==> config.mk <==
export PLATFORM = sky130hd
export DESIGN_NAME = adcs_sequencer
export DESIGN_NICKNAME = d
export VERILOG_FILES = /design/src/pkg/adcs_pkg.sv /design/src/rtl/adcs_sar_engine.sv /design/src/rtl/adcs_sequencer.sv
export SDC_FILE = /design/constraint.sdc
export NUM_CORES = 1
export LEC_CHECK = 0
export BUFFER_PORTS_ARGS = -buffer_cell sky130_fd_sc_hd__buf_2
export CAP_MARGIN = 10
export CORE_ASPECT_RATIO = 1.75
export CORE_MARGIN = 1.5
export CORE_UTILIZATION = 45
export CTS_BUF_LIST = sky130_fd_sc_hd__clkbuf_2 sky130_fd_sc_hd__clkbuf_4 sky130_fd_sc_hd__clkbuf_8
export CTS_CLUSTER_DIAMETER = 50
export DETAILED_ROUTE_END_ITERATION = 10
export PLACE_DENSITY = 0.71
export REMOVE_ABC_BUFFERS = 1
export SLEW_MARGIN = 20
export SYNTH_ARGS = -nofsm -noshare
export SYNTH_HDL_FRONTEND = slang
export SYNTH_SLANG_ARGS = --single-unit
==> constraint.sdc <==
create_clock -name clk -period 6 [get_ports clk]
set_clock_uncertainty 0.15 [all_clocks]
set_input_delay 1.5 -clock clk [delete_from_list [all_inputs] [get_ports clk]]
set_output_delay 1.5 -clock clk [all_outputs]
set_load 0.02 [all_outputs]
==> src/pkg/adcs_pkg.sv <==
/*
  Constants and types shared by the conversion sequencer and its SAR engine.
  Assumes a single system clock domain and the special function register port.
*/
package adcs_pkg;

  // ****************************************
  // Register addresses
  // ****************************************
  localparam logic [7:0] ADDR_POS_SELECT = 8'hBB;
  localparam logic [7:0] ADDR_NEG_SELECT = 8'hBA;
  localparam logic [7:0] ADDR_CONFIG     = 8'hBC;
  localparam logic [7:0] ADDR_RESULT_LO  = 8'hBD;
  localparam logic [7:0] ADDR_RESULT_HI  = 8'hBE;
  localparam logic [7:0] ADDR_CONTROL    = 8'hE8;

  // ****************************************
  // Control register fields
  // ****************************************
  localparam int CTL_JUSTIFY_BIT = 0;
  localparam int CTL_MODE_LSB    = 1;
  localparam int CTL_BUSY_BIT    = 4;
  localparam int CTL_DONE_BIT    = 5;
  localparam int CTL_TRACK_BIT   = 6;
  localparam int CTL_ENABLE_BIT  = 7;

  // ****************************************
  // Config and select fields, result width
  // ****************************************
  localparam int DIV_LSB  = 3;
  localparam int DIV_W    = 5;
  localparam int CHAN_W   = 5;
  localparam int RES_BITS = 10;

  // ****************************************
  // Reset values
  // ****************************************
  localparam logic [7:0]        RST_CONTROL = 8'h00;
  localparam logic [DIV_W-1:0]  RST_DIVIDER = 5'h1F;
  localparam logic [CHAN_W-1:0] RST_POS_SEL = 5'h00;
  localparam logic [CHAN_W-1:0] RST_NEG_SEL = 5'h1F;
  localparam logic [CHAN_W-1:0] CODE_GROUND = 5'h1F;
  localparam logic [15:0]       RST_RESULT  = 16'h0000;

  // ****************************************
  // Timing
  // ****************************************
  localparam logic [1:0] TRACK_SAR_CLOCKS = 2'h3;

  // ****************************************
  // Start mode and sequencer state codes
  // ****************************************
  typedef enum logic [2:0] {
    ADCS_START_SOFT   = 3'b000,
    ADCS_START_TMR0   = 3'b001,
    ADCS_START_TMR2   = 3'b010,
    ADCS_START_TMR1   = 3'b011,
    ADCS_START_PIN    = 3'b100,
    ADCS_START_TMR3   = 3'b101,
    ADCS_START_NONE_6 = 3'b110,
    ADCS_START_NONE_7 = 3'b111
  } adcs_start_e;

  typedef enum logic [1:0] {
    ADCS_IDLE  = 2'b00,
    ADCS_TRACK = 2'b01,
    ADCS_CONV  = 2'b10
  } adcs_state_e;

endpackage

==> src/rtl/adcs_sar_engine.sv <==
/*
  SAR clock divider and bit-by-bit successive approximation engine.
  Assumes sample_code comes from the analog front end on the system clock.
*/
`timescale 1ns/1ps

module adcs_sar_engine
  import adcs_pkg::*;
#(
  parameter int BITS = RES_BITS
) (
  input  wire logic              clk,
  input  wire logic              resetn,
  input  wire logic              run,
  input  wire logic [DIV_W-1:0]  divider,
  input  wire logic              start,
  input  wire logic [BITS-1:0]   sample_code,
  output logic                   sar_tick,
  output logic                   done,
  output logic [BITS-1:0]        code
);

  if (BITS < 2 || BITS > 16) begin : g_bits_check
    $error("BITS out of range");
  end

  logic [DIV_W-1:0]     div_cnt;
  logic [DIV_W-1:0]     next_div_cnt;
  logic                 next_sar_tick;
  logic [BITS-1:0]      hold;
  logic [BITS-1:0]      next_hold;
  logic [BITS-1:0]      next_code;
  logic [BITS-1:0]      bit_mask;
  logic [BITS-1:0]      next_bit_mask;
  logic                 next_done;
  logic [BITS-1:0]      trial;

  // ****************************************
  // Divider and approximation
  // ****************************************
  always_comb begin
    next_div_cnt  = '0;
    next_sar_tick = 1'b0;
    next_hold     = hold;
    next_code     = code;
    next_bit_mask = bit_mask;
    next_done     = 1'b0;
    trial         = code | bit_mask;
    if (run) begin
      if (div_cnt >= divider) begin
        next_sar_tick = 1'b1;
      end else begin
        next_div_cnt = div_cnt + 1'b1;
      end
    end
    if (!run) begin
      next_bit_mask = '0;
    end else if (start) begin
      next_hold     = sample_code;
      next_code     = '0;
      next_bit_mask = {1'b1, {(BITS-1){1'b0}}};
    end else if (sar_tick && bit_mask != '0) begin
      if (trial <= hold) begin
        next_code = trial;
      end
      next_bit_mask = bit_mask >> 1;
      next_done     = bit_mask[0];
    end
  end

  always_ff @(posedge clk or negedge resetn) begin
    if (!resetn) begin
      div_cnt  <= '0;
      sar_tick <= 1'b0;
      hold     <= '0;
      code     <= '0;
      bit_mask <= '0;
      done     <= 1'b0;
    end else begin
      div_cnt  <= next_div_cnt;
      sar_tick <= next_sar_tick;
      hold     <= next_hold;
      code     <= next_code;
      bit_mask <= next_bit_mask;
      done     <= next_done;
    end
  end

endmodule

==> src/rtl/adcs_sequencer.sv <==
/*
  Conversion sequencer of a 10-bit SAR converter: start selection, tracking,
  busy and completion flags, result formatting and input select registers.
  Assumes a byte-wide special function register port and timer overflow
  pulses on the system clock; the start pin is asynchronous.
*/
`timescale 1ns/1ps

// How it works
// Converter clock is system clock divided by divider field plus one.
// Software keeps the conversion rate at or below 200 ksps.
// Start mode field picks software, timer 0/1/2/3 or pin trigger.
// In software mode, writing one to busy starts a conversion.
// Busy is one for the whole conversion, zero when it ends.
// Busy falling edge sets done flag and interrupts when enabled.
// Result bytes are valid whenever the done flag is one.
// Timer 2/3 triggers use low overflow in 8-bit, high in 16-bit.
// Pin start mode converts on each rising edge of the start pin.
// Software makes the crossbar skip the shared start pin.
// Tracking mode zero tracks continuously except during conversion.
// Tracking mode one tracks three converter clocks after each start.
// Low-power pin mode tracks while pin low, converts on rising edge.
// Tracking shuts down during standby or sleep.
// Software allows tracking time after changing the input channel.
// Results have 10 bits of resolution.
// Temperature reading uses sensor against ground plus calibration.
// Positive select register holds a 5-bit input code at 0xBB.
// Converter runs only while enable is one, else shut down.
// Ground negative input is single-ended unsigned, else signed differential.
// Justify bit zero right-justifies, one left-justifies, padding per mode.
// Triggers during a conversion are ignored; busy stays set.
module adcs_sequencer
  import adcs_pkg::*;
(
  input  wire logic                clk,
  input  wire logic                resetn,
  input  wire logic [7:0]          sfr_addr,
  input  wire logic                sfr_wr,
  input  wire logic [7:0]          sfr_wdata,
  input  wire logic                sfr_rd,
  output logic [7:0]               sfr_rdata,
  input  wire logic                tmr0_ovf,
  input  wire logic                tmr1_ovf,
  input  wire logic                tmr2_low_ovf,
  input  wire logic                tmr2_high_ovf,
  input  wire logic                tmr2_16bit,
  input  wire logic                tmr3_low_ovf,
  input  wire logic                tmr3_high_ovf,
  input  wire logic                tmr3_16bit,
  input  wire logic                external_start_input,
  input  wire logic                standby,
  input  wire logic                irq_enable,
  input  wire logic [RES_BITS-1:0] sample_code,
  output logic                     conversion_irq,
  output logic                     track_enable,
  output logic                     converter_on,
  output logic [CHAN_W-1:0]        positive_input_code,
  output logic [CHAN_W-1:0]        negative_input_code
);

  logic              converter_enable;
  logic              tracking_mode_select;
  logic              conversion_done_flag;
  logic              result_left_justify;
  adcs_start_e       start_mode_select;
  logic [DIV_W-1:0]  conv_clock_divider;
  logic [15:0]       result_word;
  adcs_state_e       state;
  logic [1:0]        track_cnt;
  logic              pin_meta;
  logic              pin_sync;
  logic              pin_prev;
  logic              conversion_busy;
  logic              pin_rise;
  logic              trigger;
  logic              sw_start;
  logic              wr_ctl;
  logic              sar_start;
  logic              sar_tick;
  logic              sar_done;
  logic [RES_BITS-1:0] sar_code;
  logic              single_ended;

  logic              next_converter_enable;
  logic              next_tracking_mode_select;
  logic              next_conversion_done_flag;
  logic              next_result_left_justify;
  adcs_start_e       next_start_mode_select;
  logic [DIV_W-1:0]  next_conv_clock_divider;
  logic [CHAN_W-1:0] next_positive_input_code;
  logic [CHAN_W-1:0] next_negative_input_code;
  logic [15:0]       next_result_word;
  adcs_state_e       next_state;
  logic [1:0]        next_track_cnt;
  logic              next_conversion_irq;
  logic              next_track_enable;
  logic              next_converter_on;
  logic [7:0]        next_sfr_rdata;

  // ****************************************
  // Start pin synchroniser
  // ****************************************
  always_ff @(posedge clk or negedge resetn) begin
    if (!resetn) begin
      pin_meta <= 1'b0;
      pin_sync <= 1'b0;
      pin_prev <= 1'b0;
    end else begin
      pin_meta <= external_start_input;
      pin_sync <= pin_meta;
      pin_prev <= pin_sync;
    end
  end

  assign pin_rise = pin_sync & ~pin_prev;

  // ****************************************
  // Trigger selection
  // ****************************************
  assign wr_ctl   = sfr_wr && (sfr_addr == ADDR_CONTROL);
  assign sw_start = wr_ctl && sfr_wdata[CTL_BUSY_BIT];

  always_comb begin
    unique case (start_mode_select)
      ADCS_START_SOFT: trigger = sw_start;
      ADCS_START_TMR0: trigger = tmr0_ovf;
      ADCS_START_TMR2: trigger = tmr2_16bit ? tmr2_high_ovf : tmr2_low_ovf;
      ADCS_START_TMR1: trigger = tmr1_ovf;
      ADCS_START_PIN:  trigger = pin_rise;
      ADCS_START_TMR3: trigger = tmr3_16bit ? tmr3_high_ovf : tmr3_low_ovf;
      default:         trigger = 1'b0;
    endcase
  end

  assign conversion_busy = (state != ADCS_IDLE);
  assign single_ended    = (negative_input_code == CODE_GROUND);

  // ****************************************
  // Conversion sequence
  // ****************************************
  always_comb begin
    next_state          = state;
    next_track_cnt      = track_cnt;
    sar_start           = 1'b0;
    next_conversion_irq = 1'b0;
    next_result_word    = result_word;
    if (!converter_enable) begin
      next_state     = ADCS_IDLE;
      next_track_cnt = '0;
    end else begin
      unique case (state)
        ADCS_IDLE: begin
          if (trigger) begin
            if (tracking_mode_select && start_mode_select != ADCS_START_PIN) begin
              next_state     = ADCS_TRACK;
              next_track_cnt = '0;
            end else begin
              next_state = ADCS_CONV;
              sar_start  = 1'b1;
            end
          end
        end
        ADCS_TRACK: begin
          if (sar_tick) begin
            if (track_cnt == TRACK_SAR_CLOCKS - 2'h1) begin
              next_state = ADCS_CONV;
              sar_start  = 1'b1;
            end else begin
              next_track_cnt = track_cnt + 2'h1;
            end
          end
        end
        ADCS_CONV: begin
          if (sar_done) begin
            next_state          = ADCS_IDLE;
            next_conversion_irq = irq_enable;
            if (single_ended) begin
              next_result_word = result_left_justify ? {sar_code, 6'h00}
                                 : {6'h00, sar_code};
            end else begin
              next_result_word = result_left_justify ?
                {~sar_code[RES_BITS-1], sar_code[RES_BITS-2:0], 6'h00} :
                {{6{~sar_code[RES_BITS-1]}}, ~sar_code[RES_BITS-1],
                 sar_code[RES_BITS-2:0]};
            end
          end
        end
        default: begin
          next_state = ADCS_IDLE;
        end
      endcase
    end
  end

  // ****************************************
  // Analog control outputs
  // ****************************************
  always_comb begin
    next_converter_on = converter_enable;
    next_track_enable = 1'b0;
    if (converter_enable && !standby) begin
      if (!tracking_mode_select) begin
        next_track_enable = (next_state == ADCS_IDLE);
      end else if (start_mode_select == ADCS_START_PIN) begin
        next_track_enable = (next_state == ADCS_IDLE) && !pin_sync;
      end else begin
        next_track_enable = (next_state == ADCS_TRACK);
      end
    end
  end

  // ****************************************
  // Register writes
  // ****************************************
  always_comb begin
    next_converter_enable     = converter_enable;
    next_tracking_mode_select = tracking_mode_select;
    next_conversion_done_flag = conversion_done_flag;
    next_result_left_justify  = result_left_justify;
    next_start_mode_select    = start_mode_select;
    next_conv_clock_divider   = conv_clock_divider;
    next_positive_input_code  = positive_input_code;
    next_negative_input_code  = negative_input_code;
    if (wr_ctl) begin
      next_converter_enable     = sfr_wdata[CTL_ENABLE_BIT];
      next_tracking_mode_select = sfr_wdata[CTL_TRACK_BIT];
      next_conversion_done_flag = sfr_wdata[CTL_DONE_BIT];
      next_result_left_justify  = sfr_wdata[CTL_JUSTIFY_BIT];
      next_start_mode_select    = adcs_start_e'(sfr_wdata[CTL_MODE_LSB +: 3]);
    end
    if (sfr_wr && sfr_addr == ADDR_CONFIG) begin
      next_conv_clock_divider = sfr_wdata[DIV_LSB +: DIV_W];
    end
    if (sfr_wr && sfr_addr == ADDR_POS_SELECT) begin
      next_positive_input_code = sfr_wdata[CHAN_W-1:0];
    end
    if (sfr_wr && sfr_addr == ADDR_NEG_SELECT) begin
      next_negative_input_code = sfr_wdata[CHAN_W-1:0];
    end
    if (state == ADCS_CONV && sar_done && converter_enable) begin
      next_conversion_done_flag = 1'b1;
    end
  end

  // ****************************************
  // Register reads
  // ****************************************
  always_comb begin
    next_sfr_rdata = sfr_rdata;
    if (sfr_rd) begin
      unique case (sfr_addr)
        ADDR_CONTROL: begin
          next_sfr_rdata = {converter_enable, tracking_mode_select,
                            conversion_done_flag, conversion_busy,
                            start_mode_select, result_left_justify};
        end
        ADDR_CONFIG:     next_sfr_rdata = {conv_clock_divider, 3'h0};
        ADDR_POS_SELECT: next_sfr_rdata = {3'h0, positive_input_code};
        ADDR_NEG_SELECT: next_sfr_rdata = {3'h0, negative_input_code};
        ADDR_RESULT_LO:  next_sfr_rdata = result_word[7:0];
        ADDR_RESULT_HI:  next_sfr_rdata = result_word[15:8];
        default:         next_sfr_rdata = 8'h00;
      endcase
    end
  end

  // ****************************************
  // State registers
  // ****************************************
  always_ff @(posedge clk or negedge resetn) begin
    if (!resetn) begin
      converter_enable     <= RST_CONTROL[CTL_ENABLE_BIT];
      tracking_mode_select <= RST_CONTROL[CTL_TRACK_BIT];
      conversion_done_flag <= RST_CONTROL[CTL_DONE_BIT];
      result_left_justify  <= RST_CONTROL[CTL_JUSTIFY_BIT];
      start_mode_select    <= ADCS_START_SOFT;
      conv_clock_divider   <= RST_DIVIDER;
      positive_input_code  <= RST_POS_SEL;
      negative_input_code  <= RST_NEG_SEL;
      result_word          <= RST_RESULT;
      state                <= ADCS_IDLE;
      track_cnt            <= 2'h0;
      conversion_irq       <= 1'b0;
      track_enable         <= 1'b0;
      converter_on         <= 1'b0;
      sfr_rdata            <= 8'h00;
    end else begin
      converter_enable     <= next_converter_enable;
      tracking_mode_select <= next_tracking_mode_select;
      conversion_done_flag <= next_conversion_done_flag;
      result_left_justify  <= next_result_left_justify;
      start_mode_select    <= next_start_mode_select;
      conv_clock_divider   <= next_conv_clock_divider;
      positive_input_code  <= next_positive_input_code;
      negative_input_code  <= next_negative_input_code;
      result_word          <= next_result_word;
      state                <= next_state;
      track_cnt            <= next_track_cnt;
      conversion_irq       <= next_conversion_irq;
      track_enable         <= next_track_enable;
      converter_on         <= next_converter_on;
      sfr_rdata            <= next_sfr_rdata;
    end
  end

  // ****************************************
  // SAR engine
  // ****************************************
  adcs_sar_engine #(
    .BITS        (RES_BITS)
  ) u_sar (
    .clk         (clk),
    .resetn      (resetn),
    .run         (converter_enable),
    .divider     (conv_clock_divider),
    .start       (sar_start),
    .sample_code (sample_code),
    .sar_tick    (sar_tick),
    .done        (sar_done),
    .code        (sar_code)
  );

endmodule

# Word-level counts from Yosys, hierarchy flattened
# Index checks and enable logic that the tools add are counted.
[op_classes]
add_sub_neg = 2
order_cmp = 2
eq_ne = 23
mux = 47
bitwise = 4
n_reduce_logical = 25
[ops]
columns = ["operator", "n"]
rows = [
  ["two-way mux 10 bit", 6],
  ["== test 8 bit (second input constant)", 6],
  ["case mux 8 bit (6 select lines)", 1],
  ["two-way mux 16 bit", 2],
  ["two-way mux 2 bit", 11],
  ["two-way mux 1 bit", 20],
  ["two-way mux 15 bit", 1],
  ["inequality test 3 bit (second input constant)", 4],
  ["logical AND 1 bit", 11],
  ["<= comparator 10 bit", 1],
  ["two-way mux 5 bit", 2],
  ["OR 10 bit", 1],
  ["nonzero test 10 bit", 1],
  ["nonzero test 2 bit", 4],
  ["== test 3 x 2 -> 1 bit (second input constant)", 2],
  ["== test 3 bit (second input constant)", 2],
  ["inequality test 3 x 1 -> 1 bit (second input constant)", 2],
  ["case mux 1 bit (6 select lines)", 1],
  ["case mux 2 bit (3 select lines)", 1],
  ["AND reduction 3 bit", 2],
  ["adder 5 x 1 -> 5 bit (second input constant)", 1],
  ["== test 5 bit (second input constant)", 1],
  ["greater-or-equal comparator 5 bit", 1],
  ["AND reduction 5 bit", 1],
  ["other kinds (13)", 18],
]
[word_totals]
reg_bits = 93
input_bits = 41
word_cells = 127

# Depth between registers and ports, before layout
# Gate-level depths: netlist (run 1).
[depth]
depth_word = 12
ltp_mapped = 8
ltp_nobuf = 7

# By module
# Synthesis (run 1) repeated with hierarchy kept, for this count alone.
[hier_totals]
hier_cells = 420
area_unflattened_um2 = 4713.3
[modules_own_cells]
columns = ["module", "n_inst", "cells_each", "area_each_um2", "seq_area_each_um2"]
rows = [
  ["adcs_sequencer", 1, 250, 2807.7, 1413.9],
  ["adcs_sar_engine", 1, 170, 1905.6, 925.9],
]

# Worst setup path after synthesis (run 1)
# No wires, ideal clock.
[synth_path]
path_type = "input to register"
start = "input sfr_addr[4]"
end = "register u_sar.hold[1]"
setup_ns = 0.128
arrival_ns = 2.964
path_slack_ns = 2.759
stages = 6
n_path_buf = 1
path_cell_list = "nor4_1 and3_1 a2111oi_4 o32ai_2 buf_4 mux2_1"
[synth_via]
elab_chain_len = 8
[synth_lines]
columns = ["item", "line_no", "source"]
rows = [
  ["from (decl)", "adcs_sequencer.sv:37", "input wire logic [7:0] sfr_addr,"],
  ["== test 8 bit", "adcs_sequencer.sv:120", "assign wr_ctl = sfr_wr && (sfr_addr == ADDR_CONTROL);"],
  ["logical AND 1 bit", "adcs_sequencer.sv:120", ""],
  ["logical AND 1 bit", "adcs_sequencer.sv:121", "assign sw_start = wr_ctl && sfr_wdata[CTL_BUSY_BIT];"],
  ["case mux 1 bit (6 select lines)", "adcs_sequencer.sv:124", "unique case (start_mode_select)"],
  ["two-way mux 1 bit", "adcs_sequencer.sv:153", "if (trigger) begin"],
  ["case mux 1 bit (2 select lines)", "adcs_sequencer.sv:151", "unique case (state)"],
  ["two-way mux 1 bit", "adcs_sequencer.sv:147", "if (!converter_enable) begin"],
  ["AND reduction 2 bit (no line)", "n/a", ""],
  ["to (signal assigned)", "adcs_sar_engine.sv:82", "hold <= next_hold;"],
  ["to (decl)", "adcs_sar_engine.sv:30", "logic [BITS-1:0] hold;"],
]
# Every way passes these cells.
# A chain may end at the register's enable or synchronous reset.

# Worst setup path in the final report (run 1)
[layout_path]
start = "input sfr_addr[1]"
end = "register u_sar.hold[5]"
# The elaborated chain is that of the path after synthesis.

==> results of run 1 <==
## layout make-up
| type | instances | share of cell area, % |
|---|---|---|
| repair buffers | 65 | 6.40 |
| multi-input cells | 305 | 40.9 |
| flip-flops and latches | 93 | 44.3 |
| clock buffers | 9 | 2.34 |
| inverters | 23 | 1.63 |
| well taps | 127 | 3.01 |
| clock inverters | 7 | 1.40 |
## per-stage QoR
stage	hold slack, ns	total power [mW]	instances
detailed placement	0.190	0.765	613
finish	0.209	1.17	629
CTS	0.211	1.18	629
global route	0.236	1.22	629
global placement	0.183	0.761	613
floorplan	0.181	0.713	421
## kinds of logic after synthesis
kind of cell    after synthesis  share of synthesized area, %
fa+ha+maj                    17                          4.56
simple gates                144                          16.1
buf+inv                      40                          3.44
xor+xnor                      4                         0.752
flops                        93                          50.2
compound gates               88                          12.9
mux                          52                          12.0
## placed cells by master, fill, tap and decap left out, types with 5 or more instances in the layout
cell type,Yosys,routed
and3_1,7,7
dfrtp_1,83,83
clkbuf_8,0,9
dfstp_2,10,10
nand2_1,37,37
buf_2,2,60
buf_4,2,5
a31oi_1,16,16
a21oi_1,29,29
nand3b_1,6,6
nand3_1,10,10
o21ai_0,11,11
nor2b_1,8,8
a222oi_1,8,8
or2_2,10,10
inv_1,23,23
mux2_2,22,22
ha_1,17,17
nand4_1,12,12
mux2_1,10,10
mux2i_1,20,20
nor2_1,31,31
## state kept, by name, indices dropped and copies added, names as in the netlist
signal / flops
conversion_done_flag: 1
u_sar.code: 10
u_sar.done: 1
pin_sync: 1
conv_clock_divider: 5
sfr_rdata: 8
pin_meta: 1
u_sar.div_cnt: 5
converter_on: 1
track_cnt: 2
positive_input_code: 5
tracking_mode_select: 1
conversion_irq: 1
pin_prev: 1
result_word: 16
u_sar.bit_mask: 10
start_mode_select: 3
converter_enable: 1
result_left_justify: 1
state: 2
track_enable: 1
u_sar.hold: 10
negative_input_code: 5
u_sar.sar_tick: 1
## layer usage
metal,wire [microns],track usage [%]
met1,3990,21.2
met2,5800,37.4
met3,442,3.71
met4,645,13.9
met5,0,0
## where the power goes
group / switching (mW) / total [mW] / internal [mW] / leakage [nW]
Combinational: 0.0523 / 0.0898 / 0.0375 / 1.14
Sequential: 0.0177 / 0.662 / 0.644 / 1.22
Clock: 0.228 / 0.421 / 0.193 / 0.0879
Total: 0.298 / 1.17 / 0.874 / 2.44
## cells in the mapped netlist (3+ instances only)
cell type  count  share of area [%]
dfrtp_1       83                 45
or2_2         10                1.3
dfstp_2       10                5.6
a22o_1         3               0.56
nand3b_1       6               0.97
ha_1          17                4.6
o211ai_1       4               0.64
mux2i_1       20                4.3
nor2b_1        8                1.1
inv_1         23                1.9
clkbuf_1       9               0.72
nor2_1        31                2.5
mux2_1        10                2.4
nor4_1         4               0.54
buf_1          4               0.32
a21oi_1       29                3.1
mux2_2        22                5.3
a31oi_1       16                2.1
and3_1         7               0.94
nand3_1       10                1.1
o21ai_0       11                1.2
nand2_1       37                3.0
nand4_1       12                1.6
nand2b_1       3               0.40
xor2_1         3               0.56
a222oi_1       8                1.7
## worst register-to-register path, cell delays in order (launching register included)
cell     delay, ns
dfrtp_1       0.93
inv_1         0.21
a31oi_1       0.32
nor3b_1       0.86
nand4_1       0.21
a21oi_1       0.19
## worst max-delay path by stage
stage                      from       endpoint  slack, ns  cells after the start
finish              sfr_addr[1]  u_sar.hold[5]       2.52                      7
detailed placement  sfr_addr[1]  u_sar.hold[5]       2.13                      7
floorplan           sfr_addr[4]  u_sar.hold[0]       2.10                      5
global placement    sfr_addr[1]  u_sar.hold[5]       2.21                      7
CTS                 sfr_addr[1]  u_sar.hold[5]       2.52                      7
global route        sfr_addr[2]  u_sar.hold[5]       2.37                      7
==> flow_metrics.py, run 1 <==
metrics = {
    "setup_path": {
        "crit_chain": "buf_2 -> nor4_1 -> and3_1 -> a2111oi_4 -> o32ai_2 -> buf_4 -> mux2_1",
        "cp_max_fo": 20,
        "path_buf_inv": 2,
        "cpPeakStageDelay_ns": 0.50,
        "reg2reg_from": "u_sar.sar_tick",
        "cp_top_family": "simple AND/OR/NAND/NOR gates",
        "crit_arrival_ns": 3.59,
        "cp_slowest_cell": "and3_1",
        "cp.required_ns": 6.11,
        "end_kind": "flip-flop",
        "rrSetupSlack_ns": 3.06,
        "crit_type": "in2reg",
        "cp-start-kind": "input port",
        "timing.rr.end": "u_sar.code[0]",
        "r2r_cells": 5,
    },
    "flow_run": {
        "maxCapViolations": 0,
    },
    "logic_synthesis": {
        "syn_area_sq_mm": 0.00466,
        "avgSynthCellArea_sq_um": 10.6,
        "synthArstFlopShare_pct": 100,
        "yosys_warnings": 0,
        "ys_ff_latch": 93,
        "syn_inst": 438,
        "synth-seq-area-share_pct": 50.2,
        "ys.flop_type": "dfrtp_1",
        "ys_types": 54,
        "synth_edf_count": 0,
    },
    "placed_design": {
        "pre_cts_ws_ns": 2.13,
        "dp_hpwl_microns": 8060,
        "io_buffers": 61,
        "gp_congestion": 0.847,
        "place_area_sq_mm": 0.00508,
    },
    "grt": {
        "grt_pass1_wl_microns": 17200,
        "grt_pass1_vias": 3549,
        "grt.total_usage_pct": 20.7,
        "overflow": 0,
        "antenna_found_initial": 0,
        "grt_max_degree": 54,
    },
    "sta": {
        "slew_violations": 0,
        "finalSetupViolCount": 0,
        "final.period_utilization_pct": 58.1,
        "fin_crit_ns": 3.48,
        "relSlewSlack_pct": 32.4,
        "tns_ns": 0,
        "fmaxAchievable_mhz": 287,
        "rsz0062_at_grt": "no",
        "hold_viol": 0,
        "setup_ws_ns": 2.52,
        "tightestPinTransition_ns": 1.01,
    },
    "worst_hold_path": {
        "worstHoldStart": "pin_meta",
        "holdPathStages": 0,
        "holdCritPathClass": "reg2reg",
        "whs_endpoint": "pin_sync",
    },
    "clock_network": {
        "htreeDepth": 3,
        "holdBufCountCts": 0,
        "postCtsSetupBuffers": 0,
        "cts_tree": "built",
        "cts_sinks": 93,
        "cts_resized": 0,
        "clk_path_buf_depth": 2,
        "cts_buffers": 9,
        "clkSlewWorstSetupHoldPaths_ns": 0.08,
        "clockRootBuffer": "clkbuf_8",
        "clock_latency_ns": 0.38,
    },
    "cells_and_area": {
        "multiInputGateArea_sq_mm": 0.00216,
        "fill_cells": 967,
        "fin_area_sq_mm": 0.00528,
        "nets": 555,
        "regArea_sq_mm": 0.00234,
        "syn_to_final_growth_pct": 13.3,
        "diodes": 0,
        "layout-drive-gt1-share_pct": 25.5,
        "utilization_pct": 51.9,
    },
    "power": {
        "ir_worst_vdd_v": 0.000124,
        "powerDensity_mw_per_mm2": 222,
        "p_leak_nw": 2.44,
    },
    "floorplanning": {
        "die_h_microns": 138,
        "die-area_sq_mm": 0.0110,
        "row_count": 49,
        "fp.dieW_microns": 79.9,
        "initial_core_util_pct": 45.8,
        "ios": 62,
        "core_region_area_sq_mm": 0.0102,
    },
    "run_status": {
        "status": "complete, no violations",
    },
    "detailed_routing": {
        "drt-total-wl_microns": 10900,
        "first_pass_iters": 5,
        "drc": 0,
        "final_antenna_net_count": 0,
        "wl_per_cell_microns": 17.3,
        "via_count": 3636,
        "via_per_inst": 5.78,
        "drt_iter0_drc": 293,
    },
}
Power figures use the tool's default switching activity.
==> inputs of run 2 (changes only) <==
--- a/config.mk
+++ b/config.mk
@@ -13,7 +13,7 @@
 export CTS_BUF_LIST = sky130_fd_sc_hd__clkbuf_2 sky130_fd_sc_hd__clkbuf_4 sky130_fd_sc_hd__clkbuf_8
 export CTS_CLUSTER_DIAMETER = 50
 export DETAILED_ROUTE_END_ITERATION = 10
-export PLACE_DENSITY = 0.71
+export PLACE_DENSITY = 0.73
 export REMOVE_ABC_BUFFERS = 1
 export SLEW_MARGIN = 20
 export SYNTH_ARGS = -nofsm -noshare
==> constraint.sdc (replaced) <==
create_clock -name clk -period 3.2 [get_ports clk]
set_clock_uncertainty 0.15 [all_clocks]
set_input_delay 0.8 -clock clk [delete_from_list [all_inputs] [get_ports clk]]
set_output_delay 0.8 -clock clk [all_outputs]
set_load 0.02 [all_outputs]
==> flow_metrics.py, run 2 (synthesized netlist as in run 1, its figures left out) <==
metrics = {
    "grt": {
        "antenna_found_initial": 0,
        "overflow": 0,
        "grt_pass1_wl_microns": 17400,
        "grt_pass1_vias": 3555,
        "grt.total_usage_pct": 21.0,
        "grt_max_degree": 52,
    },
    "setup_path": {
        "cp-start-kind": "flip-flop",
        "crit_type": "reg2reg",
        "end_kind": "flip-flop",
        "cp.required_ns": 3.31,
        "cp_max_fo": 20,
        "crit_arrival_ns": 2.65,
    },
    "sta": {
        "fin_crit_ns": 2.54,
        "rsz0062_at_grt": "no",
        "slew_violations": 0,
        "tightestPinTransition_ns": 0.703,
        "final.period_utilization_pct": 79.3,
        "fmaxAchievable_mhz": 394,
        "relSlewSlack_pct": 52.9,
        "setup_ws_ns": 0.661,
        "finalSetupViolCount": 0,
        "hold_viol": 0,
        "tns_ns": 0,
    },
    "cells_and_area": {
        "regMostFlops": "result_word",
        "utilization_pct": 52.2,
        "nets": 559,
        "fill_cells": 953,
        "final_common_cell": "dfrtp_1",
        "fin_area_sq_mm": 0.00532,
        "diodes": 0,
        "syn_to_final_growth_pct": 14.1,
        "layout-drive-gt1-share_pct": 26.1,
        "largest_reg_flops": 16,
        "layout_common_cells": "83 x dfrtp_1, 60 x buf_2, 37 x nand2_1",
    },
    "clock_network": {
        "clk_path_buf_depth": 2,
        "cts_sinks": 93,
        "holdBufCountCts": 0,
        "cts_tree": "built",
        "postCtsSetupBuffers": 0,
        "htreeDepth": 3,
        "clkSlewWorstSetupHoldPaths_ns": 0.11,
        "cts_buffers": 9,
        "clock_latency_ns": 0.38,
        "cts_resized": 0,
        "clockRootBuffer": "clkbuf_8",
    },
    "floorplanning": {
        "die-area_sq_mm": 0.0110,
        "core_region_area_sq_mm": 0.0102,
        "ios": 62,
        "fp.dieW_microns": 79.9,
        "row_count": 49,
        "initial_core_util_pct": 45.8,
        "die_h_microns": 138,
    },
    "detailed_routing": {
        "drt_iter0_drc": 248,
        "first_pass_iters": 7,
        "via_count": 3633,
        "final_antenna_net_count": 0,
        "wl_per_cell_microns": 17.2,
        "drc": 0,
        "drt-total-wl_microns": 10900,
        "via_per_inst": 5.74,
    },
    "power": {
        "p_leak_nw": 2.48,
        "powerDensity_mw_per_mm2": 411,
        "ir_worst_vdd_v": 0.000212,
    },
    "placed_design": {
        "dp_hpwl_microns": 8190,
        "pre_cts_ws_ns": 0.320,
        "place_area_sq_mm": 0.00513,
        "io_buffers": 61,
        "gp_congestion": 0.828,
    },
    "run_status": {
        "status": "complete, no violations",
    },
    "worst_hold_path": {
        "holdCritPathClass": "reg2reg",
    },
    "flow_run": {
        "maxCapViolations": 0,
    },
}
run 2: changes by cell type in the layout (fill, tap and decap cells not counted):
cell,delta
clkinv_2,-1
buf_12,+1
inv_6,+2
inv_8,+2
buf_4,+3
clkinv_4,+2
clkinvlp_4,-4
bufinv_16,-1
run 2: final cells by class:
| type | instances | area [sq um] | area share, % |
|---|---|---|---|
| flip-flops and latches | 93 | 2340 | 44.0 |
| multi-input cells | 305 | 2160 | 40.7 |
| repair buffers | 69 | 380 | 7.15 |
| well taps | 127 | 159 | 2.99 |
| clock buffers | 9 | 124 | 2.33 |
| inverters | 23 | 86.3 | 1.62 |
| clock inverters | 7 | 66.3 | 1.25 |
run 2: critical path, stage by stage (launching register included):
cell and delay [ns]:
dfrtp_1 0.50, or4b_1 0.56, o311ai_1 0.15, nand2b_2 0.16
o32ai_2 0.26, buf_4 0.29, mux2_1 0.35
run 2: metal layers:
layer  vias to the layer above  track usage, %  share of wire, %
met2                       115            36.2                52
met5                         -               0                 0
met4                         0            16.9               6.2
li1                       1728               -                 -
met1                      1748            23.1                38
met3                        42            1.92               3.6
run 2: power breakdown:
| part | total (mW) | switching [mW] | internal [mW] |
|---|---|---|---|
| Sequential | 1.24 | 0.0288 | 1.21 |
| Clock | 0.771 | 0.466 | 0.304 |
| Combinational | 0.176 | 0.103 | 0.0727 |
| Total | 2.18 | 0.599 | 1.58 |
run 2: through the flow:
step | cells | hold WS, ns | power, mW
floorplan | 421 | 0.181 | 1.34
global placement | 617 | 0.183 | 1.43
detailed placement | 617 | 0.190 | 1.44
CTS | 633 | 0.212 | 2.21
global route | 633 | 0.223 | 2.27
finish | 633 | 0.210 | 2.18
run 2: path summary, 6_finish.rpt:
kind	end	slack, ns	cells after the start	start
setup reg to reg	u_sar.hold[5]	0.66	6	start_mode_select[1]
max in group asynchronous	conv_clock_divider[0]	1.89	2	resetn
min in group asynchronous	result_word[12]	0.29	1	resetn
hold reg to reg	pin_sync	0.21	0	pin_meta
hold / removal	pin_sync	0.21	0	pin_meta
setup / recovery	u_sar.hold[5]	0.66	6	start_mode_select[1]
